### config.mk
export PLATFORM = sky130hd
export DESIGN_NAME = wtc_core
export DESIGN_NICKNAME = d
export VERILOG_FILES = /design/src/wtc_pkg.sv /design/src/wtc_core.sv
export SDC_FILE = /design/constraint.sdc
export NUM_CORES = 1
export LEC_CHECK = 0
export ABC_AREA = 1
export BUFFER_PORTS_ARGS = -buffer_cell sky130_fd_sc_hd__buf_2
export CAP_MARGIN = 5
export CORE_MARGIN = 1
export CORE_UTILIZATION = 46
export CTS_BUF_LIST = sky130_fd_sc_hd__clkbuf_8
export DETAILED_ROUTE_END_ITERATION = 16
export SYNTH_ARGS = -nofsm -noshare
export SYNTH_HDL_FRONTEND = slang
export SYNTH_SLANG_ARGS = --single-unit
### constraint.sdc
create_clock -name clk -period 7.1 [get_ports clk]
set_input_delay 0.355 -clock clk [delete_from_list [all_inputs] [get_ports clk]]
set_output_delay 0.355 -clock clk [all_outputs]
set_load 0.1 [all_outputs]
### src/wtc_pkg.sv
// wtc_pkg: constants and carrier types of the wake-up timer counting core
package wtc_pkg;

    // ==================================================
    // register byte addresses
    localparam logic [4:0] ADDR_CTRL   = 5'h00;
    localparam logic [4:0] ADDR_ENABLE = 5'h04;
    localparam logic [4:0] ADDR_MC_LO  = 5'h08;
    localparam logic [4:0] ADDR_MC_HI  = 5'h0C;
    localparam logic [4:0] ADDR_CNT_LO = 5'h10;
    localparam logic [4:0] ADDR_CNT_HI = 5'h14;

    // ==================================================
    // reset values
    localparam logic [15:0] RST_CTRL  = 16'h0000;
    localparam logic [15:0] RST_MC_LO = 16'h3FFF;
    localparam logic [15:0] RST_MC_HI = 16'h0000;
    localparam logic [31:0] CNT_ZERO  = 32'h0000_0000;
    localparam logic [31:0] CNT_FULL  = 32'hFFFF_FFFF;

    // ==================================================
    // control field positions
    localparam int CTL_PRESC_LSB = 0;
    localparam int CTL_DIR_BIT   = 2;
    localparam int CTL_FRZ_BIT   = 3;
    localparam int CTL_MODE_BIT  = 4;
    localparam int CTL_SYSCK_BIT = 5;
    localparam int CTL_WIDTH     = 6;

    // ==================================================
    // prescaler codes and divide figures
    localparam logic [1:0] PRESC_DIV1  = 2'h0;
    localparam logic [1:0] PRESC_DIV16 = 2'h1;
    localparam int         DIV_ONE     = 1;
    localparam int         DIV_SYSCK   = 4;
    localparam int         DIV_SIXTEEN = 16;
    localparam int         PRE_W       = 16;

    // ==================================================
    // carriers
    typedef struct packed {
        logic [4:0]  address;
        logic        read;
        logic        write;
        logic [31:0] writedata;
        logic [3:0]  byteenable;
    } wtc_avs_req_s;

    typedef struct packed {
        logic [31:0] readdata;
        logic        waitrequest;
    } wtc_avs_rsp_s;

endpackage

### src/wtc_core.sv
// wtc_core: wake-up timer counting core with an avalon-mm register slave
module wtc_core
#(
    parameter int DIV_CODE2 = 64,    // divide for prescaler code 10
    parameter int DIV_CODE3 = 256    // divide for prescaler code 11
) (
    input  wire logic                  clk,      // 20 mhz clock
    input  wire logic                  sys_rst,  // synchronous reset, active high
    input  wire wtc_pkg::wtc_avs_req_s avs_req,  // avalon-mm request
    output wire wtc_pkg::wtc_avs_rsp_s avs_rsp   // avalon-mm answer
);
    import wtc_pkg::*;

    typedef struct packed {
        logic [CTL_WIDTH-1:0] ctrl;
        logic                 en;
        logic [15:0]          mc_lo;
        logic [15:0]          mc_hi;
        logic [31:0]          cnt;
        logic [PRE_W-1:0]     pre;
        logic [15:0]          hi_latch;
        logic                 frozen;
        logic                 wait_n;
        logic [31:0]          rdata;
    } wtc_state_s;

    wtc_state_s st_ff;
    wtc_state_s nxt_st;

    // ==================================================
    // helpers
    function automatic logic [15:0] lane_merge(input logic [15:0] old,
                                               input logic [31:0] wd,
                                               input logic [3:0]  be);
        lane_merge = old;
        if (be[0]) begin
            lane_merge[7:0] = wd[7:0];
        end
        if (be[1]) begin
            lane_merge[15:8] = wd[15:8];
        end
    endfunction

    function automatic logic [PRE_W-1:0] presc_last(input logic [1:0] code,
                                                    input logic       sysck);
        int d;
        d = DIV_ONE;
        case (code)
            PRESC_DIV1:  d = sysck ? DIV_SYSCK : DIV_ONE;
            PRESC_DIV16: d = DIV_SIXTEEN;
            2'h2:        d = DIV_CODE2;
            default:     d = DIV_CODE3;
        endcase
        presc_last = PRE_W'(d - 1);
    endfunction

    // ==================================================
    // decoded controls
    logic        dir_down;
    logic        free_run;
    logic        freeze_on;
    logic [31:0] match_c;
    logic        tick;
    logic        accept;
    logic        rd_acc;
    logic        wr_acc;

    assign dir_down  = st_ff.ctrl[CTL_DIR_BIT];
    assign free_run  = st_ff.ctrl[CTL_MODE_BIT];
    assign freeze_on = st_ff.ctrl[CTL_FRZ_BIT];
    assign match_c   = {st_ff.mc_hi, st_ff.mc_lo};
    // at-or-past compare: a divide change mid-count cannot strand the counter
    assign tick      = st_ff.en &&
                       (st_ff.pre >= presc_last(st_ff.ctrl[CTL_PRESC_LSB +: 2],
                                                st_ff.ctrl[CTL_SYSCK_BIT]));
    // every request is taken once, on the edge where waitrequest drops
    assign accept    = (avs_req.read || avs_req.write) && st_ff.wait_n;
    assign rd_acc    = accept && avs_req.read;
    assign wr_acc    = accept && avs_req.write;

    // ==================================================
    // next state
    always_comb begin
        nxt_st        = st_ff;
        nxt_st.wait_n = !accept;

        // counting
        if (!st_ff.en) begin
            nxt_st.pre = '0;
            nxt_st.cnt = dir_down ? CNT_FULL : CNT_ZERO;
        end else if (tick) begin
            nxt_st.pre = '0;
            if (!dir_down) begin
                if (!free_run && st_ff.cnt == match_c) begin
                    nxt_st.cnt = CNT_ZERO;
                end else begin
                    nxt_st.cnt = st_ff.cnt + 32'h0000_0001;
                end
            end else begin
                if (!free_run && st_ff.cnt == match_c) begin
                    nxt_st.cnt = CNT_FULL;
                end else begin
                    nxt_st.cnt = st_ff.cnt - 32'h0000_0001;
                end
            end
        end else begin
            nxt_st.pre = st_ff.pre + {{(PRE_W-1){1'b0}}, 1'b1};
        end

        // register reads
        if (rd_acc) begin
            nxt_st.rdata = '0;
            case (avs_req.address)
                ADDR_CTRL:   nxt_st.rdata = 32'(st_ff.ctrl);
                ADDR_ENABLE: nxt_st.rdata = 32'(st_ff.en);
                ADDR_MC_LO:  nxt_st.rdata = 32'(st_ff.mc_lo);
                ADDR_MC_HI:  nxt_st.rdata = 32'(st_ff.mc_hi);
                ADDR_CNT_LO: begin
                    nxt_st.rdata = 32'(st_ff.cnt[15:0]);
                    if (freeze_on) begin
                        nxt_st.hi_latch = st_ff.cnt[31:16];
                        nxt_st.frozen   = 1'b1;
                    end
                end
                ADDR_CNT_HI: begin
                    nxt_st.rdata  = 32'(st_ff.frozen ? st_ff.hi_latch
                                                     : st_ff.cnt[31:16]);
                    nxt_st.frozen = 1'b0;
                end
                default:     nxt_st.rdata = '0;
            endcase
        end

        // register writes; unmapped addresses are answered and ignored
        if (wr_acc) begin
            case (avs_req.address)
                ADDR_CTRL: begin
                    nxt_st.ctrl = CTL_WIDTH'(lane_merge(16'(st_ff.ctrl),
                                                        avs_req.writedata,
                                                        avs_req.byteenable));
                end
                ADDR_ENABLE: begin
                    if (avs_req.byteenable[0]) begin
                        nxt_st.en = avs_req.writedata[0];
                    end
                end
                ADDR_MC_LO: begin
                    nxt_st.mc_lo = lane_merge(st_ff.mc_lo, avs_req.writedata,
                                              avs_req.byteenable);
                end
                ADDR_MC_HI: begin
                    nxt_st.mc_hi = lane_merge(st_ff.mc_hi, avs_req.writedata,
                                              avs_req.byteenable);
                end
                default: begin
                    nxt_st.ctrl = st_ff.ctrl;
                end
            endcase
        end

        // disabled timer or freeze off leaves no latch behind
        if (!st_ff.en || !freeze_on) begin
            if (!(rd_acc && avs_req.address == ADDR_CNT_LO && freeze_on)) begin
                nxt_st.frozen = 1'b0;
            end
        end
    end

    // ==================================================
    // state register
    always_ff @(posedge clk) begin
        if (sys_rst) begin
            st_ff.ctrl     <= CTL_WIDTH'(RST_CTRL);
            st_ff.en       <= 1'b0;
            st_ff.mc_lo    <= RST_MC_LO;
            st_ff.mc_hi    <= RST_MC_HI;
            st_ff.cnt      <= CNT_ZERO;
            st_ff.pre      <= '0;
            st_ff.hi_latch <= '0;
            st_ff.frozen   <= 1'b0;
            st_ff.wait_n   <= 1'b1;
            st_ff.rdata    <= '0;
        end else begin
            st_ff <= nxt_st;
        end
    end

    // one driver for the whole answer struct
    assign avs_rsp = '{readdata: st_ff.rdata, waitrequest: st_ff.wait_n};
endmodule

# Yosys cells after proc, flatten, opt, wreduce, memory -nomap -nowiden
# Cells that the tools add are included.
[totals]
register_bits = 137
word_cells = 66
[classes]
add_sub_neg = 4
n_lt_le_gt_ge = 1
n_eq_ne = 9
muxes = 16
n_bitwise = 1
n_reduce_logical = 23
[op_table]
columns = ["op", "n"]
rows = [
  ["two-way mux 32 bit", 5],
  ["one-hot mux 16 bit (6 select lines)", 1],
  ["two-way mux 48 bit", 1],
  ["adder 32 x 1 -> 32 bit, second input constant", 1],
  ["equality test 32 bit", 1],
  ["two-way mux 16 bit", 2],
  ["subtractor 32 x 1 -> 32 bit, second input constant", 1],
  ["one-hot mux 9 bit (3 select lines)", 1],
  ["AND reduction 3 bit", 7],
  ["adder 16 x 1 -> 16 bit, second input constant", 1],
  [">= comparator 16 bit", 1],
  ["subtractor 16 x 2 -> 16 bit, second input constant", 1],
  ["equality test 5 x 4 -> 1 bit, second input constant", 2],
  ["equality test 5 bit, second input constant", 2],
  ["logical AND 1 bit", 7],
  ["equality test 5 x 3 -> 1 bit, second input constant", 1],
  ["zero test 5 bit", 1],
  ["zero test 1 bit", 4],
  ["two-way mux 1 bit", 4],
  ["two-way mux 3 bit", 1],
  ["OR reduction 3 bit", 1],
  ["equality test 2 x 1 -> 1 bit, second input constant", 1],
  ["equality test 2 bit, second input constant", 1],
  ["zero test 2 bit", 1],
  ["4 further kinds", 5],
]

# Depth between registers and ports, before layout
# Gate-level depths: netlist of the first run.
[depth]
word_depth = 7
ltp_mapped = 21

# Worst setup path before layout of the first run
# OpenSTA, ideal clock, no wires.
[synth_timing]
path_type = "register -> register"
startpoint = "reg st_ff[131] in the netlist's numbering"
endpoint = "reg st_ff[65] in the netlist's numbering"
setup_ps = 117
arrival_ps = 2842
required_ps = 6983
setup_slack_ps = 4141
stages_incl_launch_ff = 19
path_buffers = 1
synth_period_minus_slack_ps = 2959
path_cell_list = "dfxtp_1 > inv_1 > ha_1 > inv_1 > nor3_1 > inv_1 > ha_1 > inv_1 > nor2_1 > ha_1 > ha_1 > nand2_1 > nor4_1 > nand2_1 > nand4_1 > inv_1 > nand2_1 > buf_2 > nor2_1"
[synth_between]
elab_chain_len = 6
word_cells_on_any_way = 8
classes_between = "1 x add/sub; 1 x order compare; 2 x eq/ne; 1 x mux; 3 x reduce/logical"
[synth_rtl]
columns = ["item", "line_no", "source"]
rows = [
  ["start, declared", "wtc_core.sv:27", "wtc_state_s st_ff;"],
  ["start signal, assigned", "wtc_core.sv:184", "st_ff <= nxt_st;"],
  ["equality test 2 bit (tied with other cells)", "wtc_core.sv:48", "case (code)"],
  ["one-hot mux 9 bit (3 select lines) (*)", "wtc_core.sv:48", ""],
  ["subtractor 16 x 2 -> 16 bit (*)", "wtc_core.sv:54", "presc_last = PRE_W'(d - 1);"],
  [">= comparator 16 bit (*)", "wtc_core.sv:74", "(st_ff.pre >= presc_last(st_ff.ctrl[CTL_PRESC_LSB +: 2],"],
  ["logical AND 1 bit (*)", "wtc_core.sv:73", "assign tick = st_ff.en &&"],
  ["OR reduction 3 bit (no source line) (*)", "n/a", ""],
]
# Mark *: on every way between the ends. The rest lies on a longest branch, timed or not.
# A chain may end at the register's enable or synchronous reset.

# Final worst setup path of the first run
[layout_timing]
startpoint = "reg st_ff[131] in the netlist's numbering"
endpoint = "reg st_ff[88] in the netlist's numbering"
[layout_between]
elab_chain_len = 6
word_cells_on_any_way = 8
classes_between = "1 x add/sub; 1 x order compare; 3 x eq/ne; 1 x mux; 2 x reduce/logical"
[layout_rtl]
columns = ["item", "line_no"]
rows = [
  ["equality test 2 bit (tied with other cells)", "wtc_core.sv:48"],
  ["one-hot mux 9 bit (3 select lines) (*)", "wtc_core.sv:48"],
  ["subtractor 16 x 2 -> 16 bit (*)", "wtc_core.sv:54"],
  [">= comparator 16 bit (*)", "wtc_core.sv:74"],
  ["logical AND 1 bit (*)", "wtc_core.sv:73"],
  ["inequality test 2 x 1 -> 1 bit (no source line) (*)", "n/a"],
]
# Marked as above.

==> results.json, run 1 <==
{
  "outcome": "complete, but fails checks",
  "failed_checks": "design-rule violations",
  "rows": 50,
  "synth_area_um2": 8740,
  "tightest_slew_ns": 1.14,
  "ys_top_cells_by_area": "dfxtp_1 28%, nand2_1 17%, nor2_1 9.4%, xor2_1 5.5%, o21ai_0 5.4%",
  "power.density_nw_per_um2": 154,
  "seq_area_frac_synth_pct": 27.7,
  "ys_types": 40,
  "cts_resized": 0,
  "p_leak_nw": 4.16,
  "multiInputGateArea_um2": 5240,
  "vias_per_cell": 5.22,
  "drtIter0Drc": 768,
  "n_fill_cell": 1994,
  "grt_pass1_vias": 7776,
  "final_common_cell": "nand2_1",
  "clk_latency_ns": 0.47,
  "drive_above_1_share_pct": 10.2,
  "io_buffers": 43,
  "finalWorstSetupSlack_ns": 3.00,
  "setup_viol": 0,
  "worstSetupPathType": "reg -> reg",
  "areaGrowthSynthToFinish_pct": 4.72,
  "cap_violations": 0,
  "netlist_instances": 1428,
  "required_ns": 7.49,
  "crit_fanout": 30,
  "clkTransAtPathRegs_ns": 0.09,
  "rsz0062_at_grt": "no",
  "route.vias.total": 8652,
  "die-area_um2": 19600,
  "start_kind": "flop",
  "dpl_worst_slack_ns": 3.02,
  "cp-end-kind": "flop",
  "diodes": 0,
  "synth_top_area_share_pct": 27.7,
  "whs_ns": 0.118,
  "clock_skew_ns": 0.0184,
  "async_flop_share_pct": 0,
  "synth-warning-count": 0,
  "dpl_cell_area_um2": 8790,
  "synth_largest_area_cell": "dfxtp_1",
  "routedWlPerCell_um": 16.5,
  "place_congestion": 0.930,
  "cts_root_buf": "clkbuf_8",
  "synthFlopType": "dfxtp_1",
  "layout_common_cells": "395 x nand2_1, 219 x nor2_1, 122 x inv_1",
  "die_w_um": 140,
  "relSlewSlack_pct": 23.8,
  "cts.sinks": 121,
  "grt_pass1_wl_um": 43200,
  "min_period_ns": 4.10,
  "finalWirelength_um": 27400,
  "hold_violations": 0,
  "post-place-cells": 1626,
  "cts_setup_buffers": 0,
  "fin_cells": 1658,
  "syn_avg_cell_area_um2": 6.12,
  "slew_viol_final": 0,
  "fin_tns_setup_ns": 0,
  "nets": 1482,
  "start_util_pct": 46.9,
  "io-pin-count": 78,
  "grt_max_degree": 65,
  "overflow": 0,
  "drt_first_pass_iters": 11,
  "fp.coreArea_um2": 18600,
  "yosys_register_bits": 121,
  "cts_made_buffers": 17,
  "synth_edf_count": 0,
  "irDropWorstVdd_mv": 0.113,
  "worst_ep_arrival_time_ns": 4.49,
  "dp_hpwl_um": 19800,
  "max_freq_mhz": 244,
  "holdCritPathClass": "in -> reg",
  "grtUsageTotal_pct": 28.7,
  "die_h_um": 140,
  "final_area_um2": 9150,
  "h-tree-depth": 4,
  "ctsLongestPathBuffers": 2,
  "antenna_found_initial": 0,
  "ant_nets": 0,
  "postCtsHoldBufs": 0,
  "seq_area_um2": 2420,
  "drc": 1,
  "finalCritPeriodShare_pct": 57.8,
  "cts_tree": "done"
}
[final cells by class]
cell class | count | area share (%)
multi-input combinational | 1069 | 57.2
inverter | 151 | 6.19
clock inverter | 15 | 1.39
timing repair buffer | 51 | 3.01
clock buffer | 17 | 2.56
tap | 234 | 3.20
sequential | 121 | 26.5
[cell usage after synthesis (all sizes together) (3+ instances only)]
| cell | count |
|---|---|
| buf | 72 |
| a31oi | 3 |
| o21ai | 99 |
| a21oi | 111 |
| nand4 | 6 |
| inv | 144 |
| nor3 | 9 |
| xor2 | 55 |
| clkbuf | 30 |
| nand2 | 395 |
| ha | 26 |
| o221ai | 3 |
| xnor2 | 8 |
| a22oi | 5 |
| o22ai | 8 |
| nand3 | 77 |
| a221oi | 6 |
| clkinv | 7 |
| dfxtp | 121 |
| nor2 | 228 |
[logic make-up after synthesis]
logic type | Yosys count | synth area share [%]
flops | 121 | 27.7
xor+xnor | 63 | 6.31
buf+inv | 253 | 13.1
compound gates | 242 | 15.9
other cells | 1 | 0.0429
fa+ha+maj | 26 | 3.72
simple gates | 722 | 33.2
[routing by layer]
metal	vias up	GRT usage, %	routed length (um)
met1	3847	38.2	12600
li1	4457	-	-
met4	0	10.2	800
met2	299	46.4	12300
met5	-	0	0
met3	49	5.37	1740
[final timing paths]
path / from / to / slack (ns) / cells after the start
setup / recovery: st_ff[131] / st_ff[88] / 3.00 / 17
hold reg to reg: avs_rsp[2] / avs_rsp[2] / 0.47 / 2
setup reg to reg: st_ff[131] / st_ff[88] / 3.00 / 17
hold / removal: avs_req[17] / match_c[13] / 0.12 / 3
[registers in the layout (all words and copies together), names as in the netlist]
register and count:
dir_down 1, st_ff 69, avs_rsp 17, free_run 1, match_c 32, freeze_on 1
[worst max-delay path: stages, from the launching register on]
cell     delay [ns]
dfxtp_1        0.34
inv_1          0.19
ha_1           0.23
inv_1          0.04
nor3_1         0.20
inv_1          0.11
o21ai_0        0.37
xnor2_1        0.17
inv_1          0.06
ha_1           0.26
nand2_1        0.08
nor4_1         0.50
nand2_1        0.14
nand3_1        0.11
nand2_1        0.05
inv_1          0.84
nand2_1        0.18
a21oi_2        0.15
[per-stage QoR]
step	util [%]	total power, mW
3_5_place_dp	47.2	0.824
2_1_floorplan	-	0.805
4_1_cts	49.1	1.42
5_1_grt	49.1	1.46
6_report	49.1	1.41
3_3_place_gp	47.2	0.824
[power by group]
| part | leakage [nW] | switching (mW) | internal (mW) |
|---|---|---|---|
| clock | 0.185 | 0.328 | 0.276 |
| combinational | 3.00 | 0.100 | 0.0261 |
| sequential | 0.975 | 0.00288 | 0.681 |
No activity file was read; power rests on OpenSTA's default activity.
==> run 2: changes to the inputs <==
--- a/config.mk
+++ b/config.mk
@@ -5,7 +5,7 @@
 export SDC_FILE = /design/constraint.sdc
 export NUM_CORES = 1
 export LEC_CHECK = 0
-export ABC_AREA = 1
+export ABC_AREA = 0
 export BUFFER_PORTS_ARGS = -buffer_cell sky130_fd_sc_hd__buf_2
 export CAP_MARGIN = 5
 export CORE_MARGIN = 1
==> constraint.sdc (replaced) <==
create_clock -name clk -period 3.95 [get_ports clk]
set_input_delay 0.1975 -clock clk [delete_from_list [all_inputs] [get_ports clk]]
set_output_delay 0.1975 -clock clk [all_outputs]
set_load 0.1 [all_outputs]
==> results.json, run 2 <==
{
  "cap_violations": 0,
  "synth-warning-count": 0,
  "synth_common_cells": "121 x dfxtp_1, 103 x nand2_1, 85 x nor2_1, 68 x clkbuf_1, 62 x xor2_1",
  "synth_edf_count": 0,
  "irDropWorstVdd_mv": 0.225,
  "finalWorstSetupSlack_ns": 0.200,
  "r2r-start": "st_ff[131]",
  "dpl_cell_area_um2": 8110,
  "relSlewSlack_pct": 22.9,
  "path_buf_inv": 2,
  "grtUsageTotal_pct": 26.9,
  "slew_viol_final": 0,
  "rsz0062_at_grt": "no",
  "die_h_um": 133,
  "worst_ep_arrival_time_ns": 4.11,
  "place_congestion": 0.873,
  "clk_latency_ns": 0.44,
  "outcome": "completed",
  "synth_top_family_by_area": "simple AND/OR/NAND/NOR gates",
  "diodes": 0,
  "synth_compound_area_share_pct": 18.9,
  "h-tree-depth": 4,
  "whs_ns": 0.0307,
  "cp-startpoint": "st_ff[131]",
  "cp-end-kind": "flop",
  "dpl_worst_slack_ns": 0.206,
  "setup_viol": 0,
  "synthAdderAreaFrac_pct": 4.12,
  "start_kind": "flop",
  "synth-simple-area-share_pct": 20.9,
  "netlist_instances": 985,
  "grt_pass1_vias": 6615,
  "synth_area_um2": 7890,
  "cpPeakStageDelay_ns": 0.54,
  "synthMuxAreaShare_pct": 7.10,
  "routedWlPerCell_um": 18.9,
  "cts_root_buf": "clkbuf_8",
  "yosys_register_bits": 121,
  "n_fill_cell": 1613,
  "synth.most_common_cell": "dfxtp_1",
  "crit_family": "simple AND/OR/NAND/NOR gates",
  "synth_top_area_share_pct": 30.7,
  "worstSetupPathType": "reg -> reg",
  "power.density_nw_per_um2": 304,
  "clkTransAtPathRegs_ns": 0.07,
  "rows": 47,
  "drtIter0Drc": 705,
  "drt_first_pass_iters": 7,
  "hp-start": "avs_req[18]",
  "cts.sinks": 121,
  "fin_tns_setup_ns": 0,
  "ys_types": 69,
  "io_buffers": 43,
  "synth_largest_area_cell": "dfxtp_1",
  "grt_max_degree": 66,
  "ctsLongestPathBuffers": 2,
  "grt_pass1_wl_um": 37000,
  "largest_register_ffs": 69,
  "cts_tree": "done",
  "seq_area_frac_synth_pct": 30.7,
  "clock_skew_ns": 0.00924,
  "required_ns": 4.31,
  "min_period_ns": 3.75,
  "layout_common_cells": "121 x dfxtp_1, 103 x nand2_1, 84 x nor2_1",
  "antenna_found_initial": 0,
  "dp_hpwl_um": 15700,
  "synthFlopType": "dfxtp_1",
  "overflow": 0,
  "max_freq_mhz": 267,
  "drc": 0,
  "syn_avg_cell_area_um2": 8.01,
  "nets": 1059,
  "p_leak_nw": 3.26,
  "fp.coreArea_um2": 16600,
  "ys_top_cells_by_area": "dfxtp_1 31%, mux2i_1 7.1%, xor2_1 6.9%, nand2_1 4.9%, ha_1 4.1%",
  "cts_made_buffers": 17,
  "hold_violations": 0,
  "synth_xor_area_share_pct": 9.77,
  "finalCritPeriodShare_pct": 94.9,
  "final_area_um2": 8630,
  "route.vias.total": 7234,
  "areaGrowthSynthToFinish_pct": 9.35,
  "die-area_um2": 17700,
  "finalWirelength_um": 23000,
  "die_w_um": 133,
  "final_common_cell": "dfxtp_1",
  "cp_slowest_cell": "or4_1",
  "vias_per_cell": 5.92,
  "largest_register": "st_ff",
  "crit_fanout": 5,
  "async_flop_share_pct": 0,
  "cpMostUsedCell": "ha_1",
  "worstPathCellList": "inv_1 -> ha_1 -> inv_1 -> or3_1 -> ha_1 -> xnor2_1 -> ha_1 -> o21a_1 -> o211ai_1 -> a2111o_1 -> o211ai_1 -> nand2_1 -> or4_1 -> o31ai_1",
  "drive_above_1_share_pct": 12.5,
  "io-pin-count": 78,
  "tightest_slew_ns": 1.16,
  "ant_nets": 0,
  "start_util_pct": 47.4,
  "holdCritPathClass": "in -> reg"
}
-- run 2: cell count changes after synthesis, sizes merged, moves of 13 or more --
cell / before / now
nand3: 77 / 32
nor3: 9 / 22
nor4: 2 / 17
inv: 144 / 19
o211ai: 0 / 17
a21oi: 111 / 42
nor2: 228 / 85
xnor2: 8 / 26
buf: 72 / 50
nand2: 395 / 103
clkbuf: 30 / 68
mux2i: 0 / 56
o21ai: 99 / 62
a221o: 0 / 15
-- run 2: tightest hold or removal path, stage by stage --
cell and delay (ns):
buf_2 0.10, mux2i_1 0.06, nor2_1 0.07
-- run 2: power by group --
part / switching (mW) / internal (mW)
Combinational: 0.187 / 0.0658
Clock: 0.531 / 0.606
Sequential: 0.00584 / 1.22
Total: 0.724 / 1.90
-- run 2: kinds of logic after synthesis --
group                      Yosys count
and+or+nand+nor                    338
AOI/OAI and AO/OA                  218
buffers and inverters              137
DFF                                121
xor gates and xnor gates            88
muxes                               56
adders and majority gates           26
other                                1
-- run 2: through the flow --
step	util, %	instances	total power, mW
floorplan	-	1000	1.45
global placement	48.7	1177	1.50
detailed placement	48.7	1177	1.50
CTS	51.8	1221	2.64
global route	51.9	1221	2.70
finish	51.9	1221	2.62
-- run 2: area by class of cell --
cell class / count / area, um2 / share of cell area, %
Inverter: 19 / 71.3 / 0.826
Timing Repair Buffer: 87 / 576 / 6.67
Clock buffer: 20 / 275 / 3.19
Sequential cell: 121 / 2420 / 28.1
Tap cell: 220 / 275 / 3.19
Multi-Input combinational cell: 742 / 4880 / 56.6
Clock inverter: 12 / 125 / 1.45
-- run 2: final timing paths --
kind | to | slack (ns) | cells past startpoint
worst max-delay path | st_ff[78] | 0.20 | 14
worst max register to register | st_ff[78] | 0.20 | 14
worst min register to register | st_ff[40] | 0.46 | 2
worst min-delay path | match_c[30] | 0.03 | 3
-- run 2: timing repair --
action                     in CTS  in global routing
resized for setup               0                  1
hold buffers                   12                  0
hold endpoints to repair       17                  0
buffers inserted                0                  0
setup endpoints to repair       0                  5
-- run 2: routing by layer --
layer / GRT usage, % / wire length [um] / up-vias
met5: 0 / 0 / -
met1: 37.8 / 10800 / 3460
met4: 8.24 / 452 / 0
met2: 41.2 / 10200 / 252
met3: 5.10 / 1580 / 39
li1: - / - / 3483
==> run 3: changes to the inputs <==
--- a/config.mk
+++ b/config.mk
@@ -10,7 +10,7 @@
 export CAP_MARGIN = 5
 export CORE_MARGIN = 1
 export CORE_UTILIZATION = 46
-export CTS_BUF_LIST = sky130_fd_sc_hd__clkbuf_8
+export CTS_BUF_LIST = sky130_fd_sc_hd__clkbuf_4
 export DETAILED_ROUTE_END_ITERATION = 16
 export SYNTH_ARGS = -nofsm -noshare
 export SYNTH_HDL_FRONTEND = slang
==> results.json, run 3 (synthesis gave the netlist of run 2 again) <==
{
  "layout_common_cells": "121 x dfxtp_1, 103 x nand2_1, 84 x nor2_1",
  "irDropWorstVdd_mv": 0.161,
  "outcome": "completed",
  "grt_max_degree": 66,
  "max_freq_mhz": 276,
  "rsz0062_at_grt": "no",
  "hp-start": "sys_rst",
  "cap_violations": 0,
  "worstSetupPathType": "reg -> reg",
  "drt_first_pass_iters": 6,
  "crit_fanout": 5,
  "grtUsageTotal_pct": 26.7,
  "clk_latency_ns": 0.54,
  "cp-end-kind": "flop",
  "clock_skew_ns": 0.0215,
  "die_h_um": 133,
  "worstPathCellList": "inv_1 -> ha_1 -> inv_1 -> or3_1 -> ha_1 -> xnor2_1 -> ha_1 -> o21a_1 -> o211ai_1 -> a2111o_1 -> o211ai_1 -> buf_4 -> nand2_1 -> or4_1 -> o31ai_1",
  "seqPwrFrac_pct": 52.1,
  "start_util_pct": 47.4,
  "dp_hpwl_um": 15700,
  "n_fill_cell": 1628,
  "dpl_cell_area_um2": 8110,
  "tightest_slew_ns": 1.16,
  "power_frac_comb_pct": 11.0,
  "seq_area_um2": 2420,
  "fin_tns_setup_ns": 0,
  "netSwitchingFraction_pct": 29.3,
  "nets": 1066,
  "clock_power_share_pct": 36.8,
  "setup_viol": 0,
  "ant_nets": 0,
  "fin_cells": 1229,
  "overflow": 0,
  "cp_slowest_cell": "or4_1",
  "routedWlPerCell_um": 18.7,
  "worst_ep_arrival_time_ns": 4.08,
  "cts_root_buf": "clkbuf_4",
  "die_w_um": 133,
  "io-pin-count": 78,
  "final_area_um2": 8570,
  "grt_pass1_vias": 6639,
  "areaGrowthSynthToFinish_pct": 8.56,
  "ctsLongestPathBuffers": 2,
  "io_buffers": 43,
  "path_buf_inv": 3,
  "power.density_nw_per_um2": 275,
  "post-place-cells": 1177,
  "largest_register": "st_ff",
  "holdCritPathClass": "in -> reg",
  "whs_ns": 0.152,
  "slew_viol_final": 0,
  "r2r-start": "st_ff[131]",
  "grt_pass1_wl_um": 36900,
  "antenna_found_initial": 1,
  "cts_made_buffers": 17,
  "finalCritPeriodShare_pct": 91.6,
  "min_period_ns": 3.62,
  "hold_violations": 0,
  "fp.coreArea_um2": 16600,
  "drive_above_1_share_pct": 12.3,
  "start_kind": "flop",
  "route.vias.total": 7208,
  "p_leak_nw": 3.22,
  "largest_register_ffs": 69,
  "cpMostUsedCell": "ha_1",
  "clkTransAtPathRegs_ns": 0.12,
  "cts.sinks": 121,
  "required_ns": 4.41,
  "cp-startpoint": "st_ff[131]",
  "die-area_um2": 17700,
  "finalWirelength_um": 23000,
  "relSlewSlack_pct": 22.8,
  "multiInputGateArea_um2": 4880,
  "final_common_cell": "dfxtp_1",
  "drtIter0Drc": 653,
  "place_congestion": 0.873,
  "h-tree-depth": 4,
  "cpPeakStageDelay_ns": 0.54,
  "rows": 47,
  "vias_per_cell": 5.86,
  "cts_tree": "done",
  "drc": 0,
  "crit_family": "simple AND/OR/NAND/NOR gates",
  "switching_power_uw": 690,
  "p_int_mw": 1.67
}
[run 3: worst paths after layout]
path              slack, ns    endpoint  cells past startpoint
setup / recovery       0.33   st_ff[78]                     15
hold / removal         0.15  match_c[7]                      4
setup reg to reg       0.33   st_ff[78]                     15
hold reg to reg        0.46   st_ff[40]                      2
[run 3: power groups by stage]
| stage | logic [mW] | registers (mW) | clock network, mW |
|---|---|---|---|
| 2_1_floorplan | 0.199 | 1.25 | 0 |
| 3_3_place_gp | 0.239 | 1.26 | 0 |
| 3_5_place_dp | 0.240 | 1.26 | 0 |
| 4_1_cts | 0.254 | 1.23 | 0.891 |
| 5_1_grt | 0.276 | 1.23 | 0.942 |
| 6_report | 0.260 | 1.23 | 0.869 |
[run 3: timing repair]
action                     CTS  global route
setup buffers                0             1
hold buffers                18             0
setup endpoints to repair    0             8
hold endpoints to repair    40             0
resized for setup            0             1
[run 3: cell type report]
class,count,share of cell area [%]
diodes,1,0.0292
clock buffers,18,1.58
clock inverters,14,1.55
inverters,19,0.832
multi-input cells,742,57.0
flip-flops and latches,121,28.3
well taps,220,3.21
repair buffers,94,7.51
[run 3: worst register-to-register path, delay by kind of cell, from the launching register on]
family                     cells  cell delay, ns
AOI/OAI and AO/OA              5            0.90
and+or+nand+nor                3            1.05
DFF                            1            0.37
adders and majority gates      3            0.72
xor gates and xnor gates       1            0.14
buffers and inverters          3            0.37
[run 3: routing by layer]
layer | vias up | part of all wire, % | GRT usage (%) | wire length, um
met5 | - | 0 | 0 | 0
met4 | 0 | 1.5 | 7.73 | 357
met3 | 24 | 5.6 | 4.48 | 1280
met2 | 221 | 45 | 41.4 | 10300
met1 | 3458 | 48 | 37.8 | 11100
li1 | 3505 | - | - | -
[run 3: stage by stage]
stage	power, mW	utilization, %	setup WS [ns]
5_1_grt	2.45	51.5	0.108
3_5_place_dp	1.50	48.7	0.206
6_report	2.36	51.5	0.331
4_1_cts	2.38	51.4	0.182
3_3_place_gp	1.50	48.7	0.257
2_1_floorplan	1.45	-	0.497
